[config.mk]
export PLATFORM = sky130hd
export DESIGN_NAME = pbd_post_code_queue
export DESIGN_NICKNAME = d
export VERILOG_FILES = /design/src/pbd_pkg.sv /design/src/pbd_tick_timer.sv /design/src/pbd_capture_queue.sv /design/src/pbd_post_code_queue.sv
export SDC_FILE = /design/constraint.sdc
export NUM_CORES = 1
export LEC_CHECK = 0
export BUFFER_PORTS_ARGS = -buffer_cell sky130_fd_sc_hd__buf_2
export CORE_ASPECT_RATIO = 2
export CORE_MARGIN = 2
export CORE_UTILIZATION = 40
export CTS_BUF_LIST = sky130_fd_sc_hd__clkbuf_4 sky130_fd_sc_hd__clkbuf_8
export CTS_CLUSTER_SIZE = 10
export DETAILED_ROUTE_END_ITERATION = 6
export SLEW_MARGIN = 25
export SYNTH_ARGS = -nofsm -noshare
export SYNTH_HDL_FRONTEND = slang
export SYNTH_HIERARCHICAL = 1
export SYNTH_SLANG_ARGS = --single-unit
[constraint.sdc]
create_clock -name clk_in -period 3.7 [get_ports clk_in]
set_clock_uncertainty 0.15 [all_clocks]
set_input_delay 1.11 -clock clk_in [delete_from_list [all_inputs] [get_ports clk_in]]
set_output_delay 1.11 -clock clk_in [all_outputs]
set_load 0.02 [all_outputs]
[src/pbd_pkg.sv]
package pbd_pkg;
    // Queue and timer geometry
    localparam int PBD_DATA_W = 32;
    localparam int PBD_DEPTH = 16;
    localparam int PBD_TICK_W = 24;
    localparam int PBD_CNT_W = 5;
    localparam int PBD_ADDR_W = 12;

    // Register offsets
    localparam logic [11:0] OFF_HOST_CODE = 12'h000;
    localparam logic [11:0] OFF_QUEUE_READ = 12'h100;
    localparam logic [11:0] OFF_CONFIG = 12'h104;
    localparam logic [11:0] OFF_STATUS = 12'h108;
    localparam logic [11:0] OFF_COUNT = 12'h10C;
    localparam logic [11:0] OFF_ACTIVATE = 12'h330;

    // Field positions
    localparam int CFG_THR_LSB = 6;
    localparam int CFG_RUN_BIT = 5;
    localparam int CFG_TB_LSB = 3;
    localparam int CFG_CLR_BIT = 2;
    localparam int CFG_FLUSH_BIT = 1;
    localparam int ST_OVR_BIT = 1;
    localparam int ST_NE_BIT = 0;
    localparam int ACT_BIT = 0;
    localparam int CODE_W = 8;

    // Reset values
    localparam logic [1:0] THR_RESET = 2'h0;
    localparam logic [1:0] TB_RESET = 2'h0;
    localparam logic RUN_RESET = 1'b0;
    localparam logic ACT_RESET = 1'b0;

    // Interrupt levels per threshold code
    localparam logic [4:0] THR_LVL0 = 5'h01;
    localparam logic [4:0] THR_LVL1 = 5'h04;
    localparam logic [4:0] THR_LVL2 = 5'h08;
    localparam logic [4:0] THR_LVL3 = 5'h0E;

    // Timebase divide ratios of the main clock, per code
    localparam logic [6:0] DIV_RATIO0 = 7'h08;
    localparam logic [6:0] DIV_RATIO1 = 7'h10;
    localparam logic [6:0] DIV_RATIO2 = 7'h20;
    localparam logic [6:0] DIV_RATIO3 = 7'h40;
endpackage : pbd_pkg

[src/pbd_tick_timer.sv]
module pbd_tick_timer
    import pbd_pkg::*;
#(
    parameter int TICK_W = PBD_TICK_W
) (
    // Clock and reset
    input wire logic clk_in,
    input wire logic rst_in,
    // Control
    input wire logic stop_in,
    input wire logic run_in,
    input wire logic [1:0] div_code_in,
    input wire logic clear_in,
    input wire logic load_in,
    input wire logic [TICK_W-1:0] load_value_in,
    // State
    output logic advance_out,
    output logic [TICK_W-1:0] value_out
);
    logic [6:0] div_cnt;
    logic [6:0] ratio;

    always_comb begin
        case (div_code_in)
            2'h0: ratio = DIV_RATIO0;
            2'h1: ratio = DIV_RATIO1;
            2'h2: ratio = DIV_RATIO2;
            default: ratio = DIV_RATIO3;
        endcase
    end

    // Prescaler stands still while the block is off or the timer halted
    always_ff @(posedge clk_in) begin
        if (rst_in || stop_in || !run_in || clear_in || load_in) begin
            div_cnt <= 7'h00;
            advance_out <= 1'b0;
        end else if (div_cnt >= ratio - 7'h01) begin
            div_cnt <= 7'h00;
            advance_out <= 1'b1;
        end else begin
            div_cnt <= div_cnt + 7'h01;
            advance_out <= 1'b0;
        end
    end

    always_ff @(posedge clk_in) begin
        if (rst_in || stop_in || clear_in) begin
            value_out <= '0;
        end else if (load_in) begin
            value_out <= load_value_in;
        end else if (run_in && div_cnt >= ratio - 7'h01) begin
            value_out <= value_out + 1'b1;
        end
    end
endmodule : pbd_tick_timer

[src/pbd_capture_queue.sv]
module pbd_capture_queue
    import pbd_pkg::*;
#(
    parameter int DATA_W = PBD_DATA_W,
    parameter int DEPTH = PBD_DEPTH,
    parameter int CNT_W = PBD_CNT_W
) (
    // Clock and reset
    input wire logic clk_in,
    input wire logic rst_in,
    // Control
    input wire logic flush_in,
    input wire logic push_in,
    input wire logic [DATA_W-1:0] push_data_in,
    input wire logic pop_in,
    // State
    output logic [DATA_W-1:0] head_out,
    output logic [CNT_W-1:0] count_out
);
    localparam int PTR_W = $clog2(DEPTH);
    localparam logic [CNT_W-1:0] FULL_CNT = CNT_W'(DEPTH);

    logic [DATA_W-1:0] mem [DEPTH];
    logic [PTR_W-1:0] rd_ptr;
    logic [PTR_W-1:0] wr_ptr;
    logic full;
    logic remove;

    assign full = (count_out == FULL_CNT);
    // A push into a full queue drops the oldest entry unless a read does
    assign remove = (pop_in && count_out != '0) || (push_in && full);
    assign head_out = mem[rd_ptr];

    always_ff @(posedge clk_in) begin
        if (push_in) begin
            mem[wr_ptr] <= push_data_in;
        end
    end

    always_ff @(posedge clk_in) begin
        if (rst_in || flush_in) begin
            rd_ptr <= '0;
            wr_ptr <= '0;
            count_out <= '0;
        end else begin
            if (push_in) begin
                wr_ptr <= wr_ptr + 1'b1;
            end
            if (remove) begin
                rd_ptr <= rd_ptr + 1'b1;
            end
            if (push_in && !remove) begin
                count_out <= count_out + 1'b1;
            end else if (!push_in && remove) begin
                count_out <= count_out - 1'b1;
            end
        end
    end
endmodule : pbd_capture_queue

[src/pbd_post_code_queue.sv]
// Functional notes
// - Sixteen 32-bit queue entries and a 24-bit timestamp that counts only while the run bit is set.
// - Host only writes codes; controller reads and controls via own registers.
// - Each host byte write while active pushes byte joined with current timestamp.
// - Host data register reads return zero and leave queue untouched.
// - Write into full queue drops oldest entry and sets overflow flag, unless a controller read takes that entry in the same cycle.
// - Controller data word: timestamp in 31:8, host byte in 7:0.
// - Interrupt asserts while queued count reaches programmed threshold.
// - Interrupt driven with no local mask whenever block is active.
// - Threshold codes 0..3 give levels 1, 4, 8 and 14.
// - Inactive: no host claims, queue empty, timer cleared and halted.
// - Activation leaves configuration settings unchanged.
// - Timer advances only while run bit is set, else holds.
// - Timebase codes 0..3 divide main clock by 8, 16, 32, 64.
// - Writing 1 to clear bit zeroes timer; bit reads zero.
// - Writing zero to count register clears the timer too.
// - Count register writes load timer; reads return present value.
// - Writing 1 to flush bit empties queue; bit reads zero.
// - Not-empty status bit shows whether queue holds an entry.
module pbd_post_code_queue
    import pbd_pkg::*;
(
    // Clock and reset
    input wire logic clk_in,
    input wire logic rst_in,
    // Host data port
    input wire logic host_wr_in,
    input wire logic host_rd_in,
    input wire logic [7:0] host_wdata_in,
    output logic host_claim_out,
    output logic [7:0] host_rdata_out,
    // Controller register port
    input wire logic [PBD_ADDR_W-1:0] ec_addr_in,
    input wire logic ec_wr_in,
    input wire logic ec_rd_in,
    input wire logic [PBD_DATA_W-1:0] ec_wdata_in,
    output logic [PBD_DATA_W-1:0] ec_rdata_out,
    output logic ec_rvalid_out,
    // Interrupt
    output logic post_code_irq_out
);
    logic active;
    logic [1:0] thr_code;
    logic timer_run;
    logic [1:0] tick_divider_code;
    logic overflow;

    logic wr_cfg;
    logic wr_cnt;
    logic wr_act;
    logic rd_queue;
    logic push;
    logic flush;
    logic tick_clear;
    logic tick_advance;
    logic queue_full;
    logic [4:0] thr_level;
    logic [PBD_TICK_W-1:0] captured_tick_value;
    logic [PBD_DATA_W-1:0] head;
    logic [PBD_CNT_W-1:0] count;
    logic [PBD_DATA_W-1:0] next_rdata;

    // Address decode
    assign wr_cfg = ec_wr_in && (ec_addr_in == OFF_CONFIG);
    assign wr_cnt = ec_wr_in && (ec_addr_in == OFF_COUNT);
    assign wr_act = ec_wr_in && (ec_addr_in == OFF_ACTIVATE);
    assign rd_queue = ec_rd_in && (ec_addr_in == OFF_QUEUE_READ);

    assign push = host_wr_in && active;
    assign flush = !active || (wr_cfg && ec_wdata_in[CFG_FLUSH_BIT]);
    assign tick_clear = (wr_cfg && ec_wdata_in[CFG_CLR_BIT])
        || (wr_cnt && ec_wdata_in[PBD_DATA_W-1:CODE_W] == '0);
    assign queue_full = (count == PBD_CNT_W'(PBD_DEPTH));

    always_comb begin
        case (thr_code)
            2'h0: thr_level = THR_LVL0;
            2'h1: thr_level = THR_LVL1;
            2'h2: thr_level = THR_LVL2;
            default: thr_level = THR_LVL3;
        endcase
    end

    pbd_capture_queue #(
        .DATA_W(PBD_DATA_W),
        .DEPTH(PBD_DEPTH),
        .CNT_W(PBD_CNT_W)
    ) u_queue (
        .clk_in(clk_in),
        .rst_in(rst_in),
        .flush_in(flush),
        .push_in(push),
        .push_data_in({captured_tick_value, host_wdata_in}),
        .pop_in(rd_queue),
        .head_out(head),
        .count_out(count)
    );

    pbd_tick_timer #(
        .TICK_W(PBD_TICK_W)
    ) u_timer (
        .clk_in(clk_in),
        .rst_in(rst_in),
        .stop_in(!active),
        .run_in(timer_run),
        .div_code_in(tick_divider_code),
        .clear_in(tick_clear),
        .load_in(wr_cnt),
        .load_value_in(ec_wdata_in[PBD_DATA_W-1:CODE_W]),
        .advance_out(tick_advance),
        .value_out(captured_tick_value)
    );

    // Activation bit
    always_ff @(posedge clk_in) begin
        if (rst_in) begin
            active <= ACT_RESET;
        end else if (wr_act) begin
            active <= ec_wdata_in[ACT_BIT];
        end
    end

    // Configuration fields are untouched by activation
    always_ff @(posedge clk_in) begin
        if (rst_in) begin
            thr_code <= THR_RESET;
            timer_run <= RUN_RESET;
            tick_divider_code <= TB_RESET;
        end else if (wr_cfg) begin
            thr_code <= ec_wdata_in[CFG_THR_LSB+:2];
            timer_run <= ec_wdata_in[CFG_RUN_BIT];
            tick_divider_code <= ec_wdata_in[CFG_TB_LSB+:2];
        end
    end

    // Overflow flag: a new overflow wins over a flush in the same cycle
    always_ff @(posedge clk_in) begin
        if (rst_in) begin
            overflow <= 1'b0;
        end else if (push && queue_full && !rd_queue) begin
            overflow <= 1'b1;
        end else if (flush) begin
            overflow <= 1'b0;
        end
    end

    // Host answers: reads always zero, claims only while active
    always_ff @(posedge clk_in) begin
        if (rst_in) begin
            host_claim_out <= 1'b0;
            host_rdata_out <= 8'h00;
        end else begin
            host_claim_out <= (host_wr_in || host_rd_in) && active;
            host_rdata_out <= 8'h00;
        end
    end

    // Controller read mux
    always_comb begin
        next_rdata = '0;
        case (ec_addr_in)
            OFF_QUEUE_READ: begin
                if (count != '0) begin
                    next_rdata = head;
                end
            end
            OFF_CONFIG: begin
                next_rdata[CFG_THR_LSB+:2] = thr_code;
                next_rdata[CFG_RUN_BIT] = timer_run;
                next_rdata[CFG_TB_LSB+:2] = tick_divider_code;
            end
            OFF_STATUS: begin
                next_rdata[ST_OVR_BIT] = overflow;
                next_rdata[ST_NE_BIT] = (count != '0);
            end
            OFF_COUNT: begin
                next_rdata[PBD_DATA_W-1:CODE_W] = captured_tick_value;
            end
            OFF_ACTIVATE: begin
                next_rdata[ACT_BIT] = active;
            end
            default: begin
                next_rdata = '0;
            end
        endcase
    end

    always_ff @(posedge clk_in) begin
        if (rst_in) begin
            ec_rdata_out <= '0;
            ec_rvalid_out <= 1'b0;
        end else begin
            ec_rvalid_out <= ec_rd_in;
            if (ec_rd_in) begin
                ec_rdata_out <= next_rdata;
            end
        end
    end

    // Interrupt level, unmasked while active
    always_ff @(posedge clk_in) begin
        if (rst_in) begin
            post_code_irq_out <= 1'b0;
        end else begin
            post_code_irq_out <= active && (count >= thr_level);
        end
    end
endmodule : pbd_post_code_queue

* Word level (Yosys, flattened, before mapping)
Memories as Yosys holds them, arrays and structs flattened. A register that Yosys moved wholly into a read port is not among the register bits.
Index checks and enable logic that the tools add are counted.
** Cells by class
- Add/sub/neg operators :: 7
- $lt $le $gt $ge :: 2
- Equal/unequal tests :: 10
- Muxes and demuxes :: 18
- Reduce and logical (&&, ||, !) cells :: 39
** Operators with widths (number)
- 12-bit by 9-bit == test with 1-bit output (second input constant) :: 4
- 24-bit 2-to-1 mux :: 2
- 24-bit case mux with 2 select lines :: 1
- 32-bit 2-to-1 mux :: 1
- 24-bit by 1-bit adder with 24-bit output (second input constant) :: 1
- 24-bit logical NOT :: 1
- 7-bit case mux with 3 select lines :: 1
- 1-bit logical AND :: 16
- 12-bit by 10-bit == test with 1-bit output (second input constant) :: 1
- 4-bit case mux with 3 select lines :: 1
- 1-bit logical OR :: 10
- 5-bit 2-to-1 mux :: 2
- 5-bit case mux with 2 select lines :: 1
- 4-bit by 1-bit adder with 4-bit output (second input constant) :: 2
- 4-bit 2-to-1 mux :: 2
- 7-bit by 1-bit adder with 7-bit output (second input constant) :: 1
- 7-bit greater-or-equal comparator :: 1
- 7-bit by 1-bit subtractor with 7-bit output (second input constant) :: 1
- 2-bit nonzero test :: 3
- 5-bit by 1-bit adder with 5-bit output (second input constant) :: 1
- 5-bit == test (second input constant) :: 1
- 5-bit greater-or-equal comparator :: 1
- 1-bit logical NOT :: 5
- 1-bit 2-to-1 mux :: 5
- 8 further kinds :: 11
** Storage, ports and cells
- Register bits after elaboration :: 86
- Bits in writable memories :: 512
- Bits of input ports :: 58
- Output and inout port bits :: 43
- Memories :: 1
** Memories
- u_queue.mem :: words 16, bits a word 32, rd ports 1, clocked after Yosys merged registers in 1, write ports 1, line pbd_capture_queue.sv:23 : logic [DATA_W-1:0] mem [DEPTH];

* Depth between registers and ports, before layout
- Depth in word-level cells :: 7
- Mapped depth :: 12
- Depth with buffers taken out :: 12

* Modules after synthesis
The synthesis kept the hierarchy.
** By module, submodules not included
- pbd_capture_queue :: instances 1, cells an instance 892, area an instance 20044.2 um^2
- pbd_post_code_queue :: instances 1, cells an instance 203, area an instance 2015.7 um^2
- pbd_tick_timer :: instances 1, cells an instance 220, area an instance 1860.5 um^2

* Least setup slack after synthesis
Ideal clock, no wire load.
- Path type :: input port to flip-flop
- From :: in ec_addr_in[5]
- To :: reg u_queue.count_out[3]
- Setup time :: 0.122 ns
- Arrival time :: 3.321 ns
- Data required time :: 3.428 ns
- Slack :: 0.107 ns
- Stages :: 11
- Cells stage by stage :: or4b_1 -> nor2_1 -> a21o_1 -> nand2_1 -> ha_1 -> inv_1 -> ha_1 -> a21o_1 -> a21oi_1 -> nor4_1 -> a311o_1
** Between the ends
- Longest elaborated chain between the ends :: 7
- Elaborated cells between the ends (all ways) :: 14
** Ends and longest elaborated chain
- start: declaration :: line pbd_post_code_queue.sv:33 : input wire logic [PBD_ADDR_W-1:0] ec_addr_in,
- 12-bit by 9-bit == test with 1-bit output (*) :: line pbd_post_code_queue.sv:67 : assign rd_queue = ec_rd_in && (ec_addr_in == OFF_QUEUE_READ);
- 1-bit logical AND (*) :: line pbd_post_code_queue.sv:67
- named net rd_queue :: line pbd_post_code_queue.sv:51 : logic rd_queue;
- 1-bit logical AND (*) :: line pbd_capture_queue.sv:31 : assign remove = (pop_in && count_out != '0) || (push_in && full);
- 1-bit logical OR (*) :: line pbd_capture_queue.sv:31
- 1-bit logical NOT :: line pbd_capture_queue.sv:52 : if (push_in && !remove) begin
- 1-bit logical AND :: line pbd_capture_queue.sv:52
- 5-bit 2-to-1 mux or 2-bit nonzero test (tied branches)
- end signal: assignment :: line pbd_capture_queue.sv:53 : count_out <= count_out + 1'b1;
- end signal: assignment :: line pbd_capture_queue.sv:55 : count_out <= count_out - 1'b1;
- end: declaration :: line pbd_capture_queue.sv:18 : output logic [CNT_W-1:0] count_out
Mark *: on every way through the listed nets, which the timed path passes. The rest lies on a longest branch.
A chain may end at the register's enable or synchronous reset.

* Worst setup path after layout
- From :: in ec_addr_in[5]
- To :: reg u_queue.count_out[4]
Same word-level chain as after synthesis.

==> flow_summary_export.csv <==
group,metric,value,unit
flow_run,maxCapViolCount,0,
sta,worst_pin_slew,0.902,ns
route,antenna_left,0,
power_and_ir_drop,seq_power_share,59.0,%
route,vias_per_cell,5.59,
clock_tree,clk_pin_slew_worst_paths,0.07,ns
logic_synthesis,synth_area_per_cell,18.2,µm²
run_status,run_status,"finished, final reports clean",
power_and_ir_drop,p_sw_share,20.4,%
placed_design,hpwlAfterDp,37600,µm
floorplan,initial_core_util,40.4,%
power_and_ir_drop,p_comb_share,0.8,%
clock_tree,postCtsHoldBufs,0,
clock_tree,post_cts_buffers,0,
route,drtIter0Drc,908,
setup_path,worstPathRequired,4.18,ns
final_layout,mostFrequentLayoutCell,"edfxtp_1",
sta,period_needed,3.14,ns
route,route.detailed.drc,0,
global_routing,overflow,0,
setup_path,critPathLaunchType,"input port",
sta,rsz0062_at_grt,"false",
route,drt-total-wl,59400,µm
global_routing,grt_pass1_vias,13900,
final_layout,num-nets-final,1567,
final_layout,utilization,46.5,%
floorplan,core_region_area,0.0591,mm²
sta,finalMaxSlewViolations,0,
power_and_ir_drop,switchingPower,2.52,mW
sta,final_hold_viol_count,0,
sta,timing.hold.ws,0.322,ns
route,post_drt_wl_per_cell,25.6,µm
clock_tree,cts_buffer_depth,3,
floorplan,die-area,0.0618,mm²
global_routing,grt_max_degree,51,
final_layout,num-fill-cells,5013,
sta,max-slew-margin-rel,39.9,%
clock_tree,h-tree-depth,3,
power_and_ir_drop,p_clk_share,40.2,%
global_routing,grtUsageTotal,19.6,%
final_layout,drive_gt1_share,29.9,%
route,vias,13000,
clock_tree,cts_tree,"built",
power_and_ir_drop,p_leak,8.11,nW
route,first_pass_iters,5,
power_and_ir_drop,ir_worst_vdd,0.000249,V
setup_path,cp.arrival,3.62,ns
placed_design,place_congestion,0.828,
setup_path,cp_cell_sequence,"buf_2 -> or4b_1 -> nor2_1 -> a21o_1 -> nand2_1 -> ha_1 -> inv_1 -> buf_4 -> fa_1 -> nand3_1 -> a211o_1 -> a211oi_1 -> a31o_2",
sta,timing.fmax,318,MHz
clock_tree,cts-root-buf,"clkbuf_8",
final_layout,multi_input_area,0.00639,mm²
placed_design,dpl_cell_area,0.0259,mm²
clock_tree,ctsResizeCount,0,
power_and_ir_drop,p_int,9.80,mW
setup_path,worstPathMaxFanout,4,
floorplan,num_rows,126,
power_and_ir_drop,power_density,448,mW/mm²
logic_synthesis,netlist_instances,1313,
setup_path,path_buf_inv,3,
logic_synthesis,yosysWarnings,6,
final_layout,layout_common_cells,"edfxtp_1 (512), mux4_2 (128), buf_2 (92), dfxtp_1 (88), clkbuf_8 (85)",
floorplan,fp.dieH,350,µm
global_routing,antenna_found_initial,2,
setup_path,cp_top_family,"simple AND/OR/NAND/NOR gates",
power_and_ir_drop,power,12.3,mW
floorplan,num_io_pins,101,
setup_path,max_stage_delay,0.56,ns
global_routing,grt_pass1_wl,88400,µm
placed_design,numPortBuffers,92,
clock_tree,numCtsBuffers,81,
sta,setup_viol,0,
final_layout,synthToLayoutAreaGrowth,15.1,%
setup_path,cpMaxStageDelayCell,"or4b_1",
setup_path,crit_type,"input port to flop",
final_layout,ff_latch_area,0.0172,mm²
min_path,min_path_type,"flop to flop",
setup_path,worst_setup_path_end_kind,"flop",
logic_synthesis,netlist_area,0.0239,mm²
sta,finalCritPeriodShare,85.0,%
final_layout,fin_area,0.0275,mm²
clock_tree,clk_latency,0.67,ns
floorplan,die_w,177,µm
clock_tree,cts_num_sinks,602,
-- state kept, by name (all words and copies together) (netlist names), named ones only --
name	cells
u_queue/mem	512
ec_rdata_out	32
u_timer/value_out	24
u_timer/div_cnt	7
u_queue/count_out	5
u_queue/rd_ptr	4
u_queue/wr_ptr	4
thr_code	2
tick_divider_code	2
active	1
ec_rvalid_out	1
host_claim_out	1
overflow	1
post_code_irq_out	1
timer_run	1
-- path summary, 6_finish.rpt --
path,start,endpoint,slack [ns],cells after the start
hold / removal,ec_rdata_out[0],ec_rdata_out[0],0.32,1
hold reg to reg,ec_rdata_out[0],ec_rdata_out[0],0.32,1
setup reg to reg,u_queue/count_out[0],u_queue/count_out[4],0.75,11
setup / recovery,ec_addr_in[5],u_queue/count_out[4],0.56,13
-- layout make-up --
type / count / area share, %
sequential: 602 / 62.5
inverter: 13 / 0.177
clock inverter: 35 / 0.732
tap: 768 / 3.49
timing repair buffer: 160 / 4.85
multi-input combinational: 631 / 23.2
clock buffer: 113 / 5.02
antenna: 2 / 0.0182
-- stage by stage --
| stage | std cells | TNS, ns | setup slack (ns) |
|---|---|---|---|
| after global placement | 2174 | -0.0787 | -0.0496 |
| after floorplan | 1320 | 0 | 0.107 |
| after global routing | 2323 | 0 | 0.457 |
| final | 2324 | 0 | 0.555 |
| after CTS | 2322 | 0 | 0.638 |
| after detailed placement | 2174 | -0.152 | -0.0794 |
-- power groups by stage --
stage          clock network, mW  registers, mW  logic, mW
5_1_grt                     5.35           7.26      0.114
2_1_floorplan                  0           7.42     0.0302
6_report                    4.95           7.27      0.103
4_1_cts                     5.08           7.27      0.104
3_5_place_dp                   0           7.42      0.104
3_3_place_gp                   0           7.42      0.100
-- routing by layer --
metal | track usage (%) | share of wire [%] | up-vias
met5 | 0 | 0 | -
met4 | 8.55 | 3.7 | 0
met3 | 2.76 | 4.5 | 111
met2 | 36.4 | 55 | 399
met1 | 22.3 | 37 | 6785
li1 | - | - | 5691
Note: power is estimated with default switching activity, not from simulation.
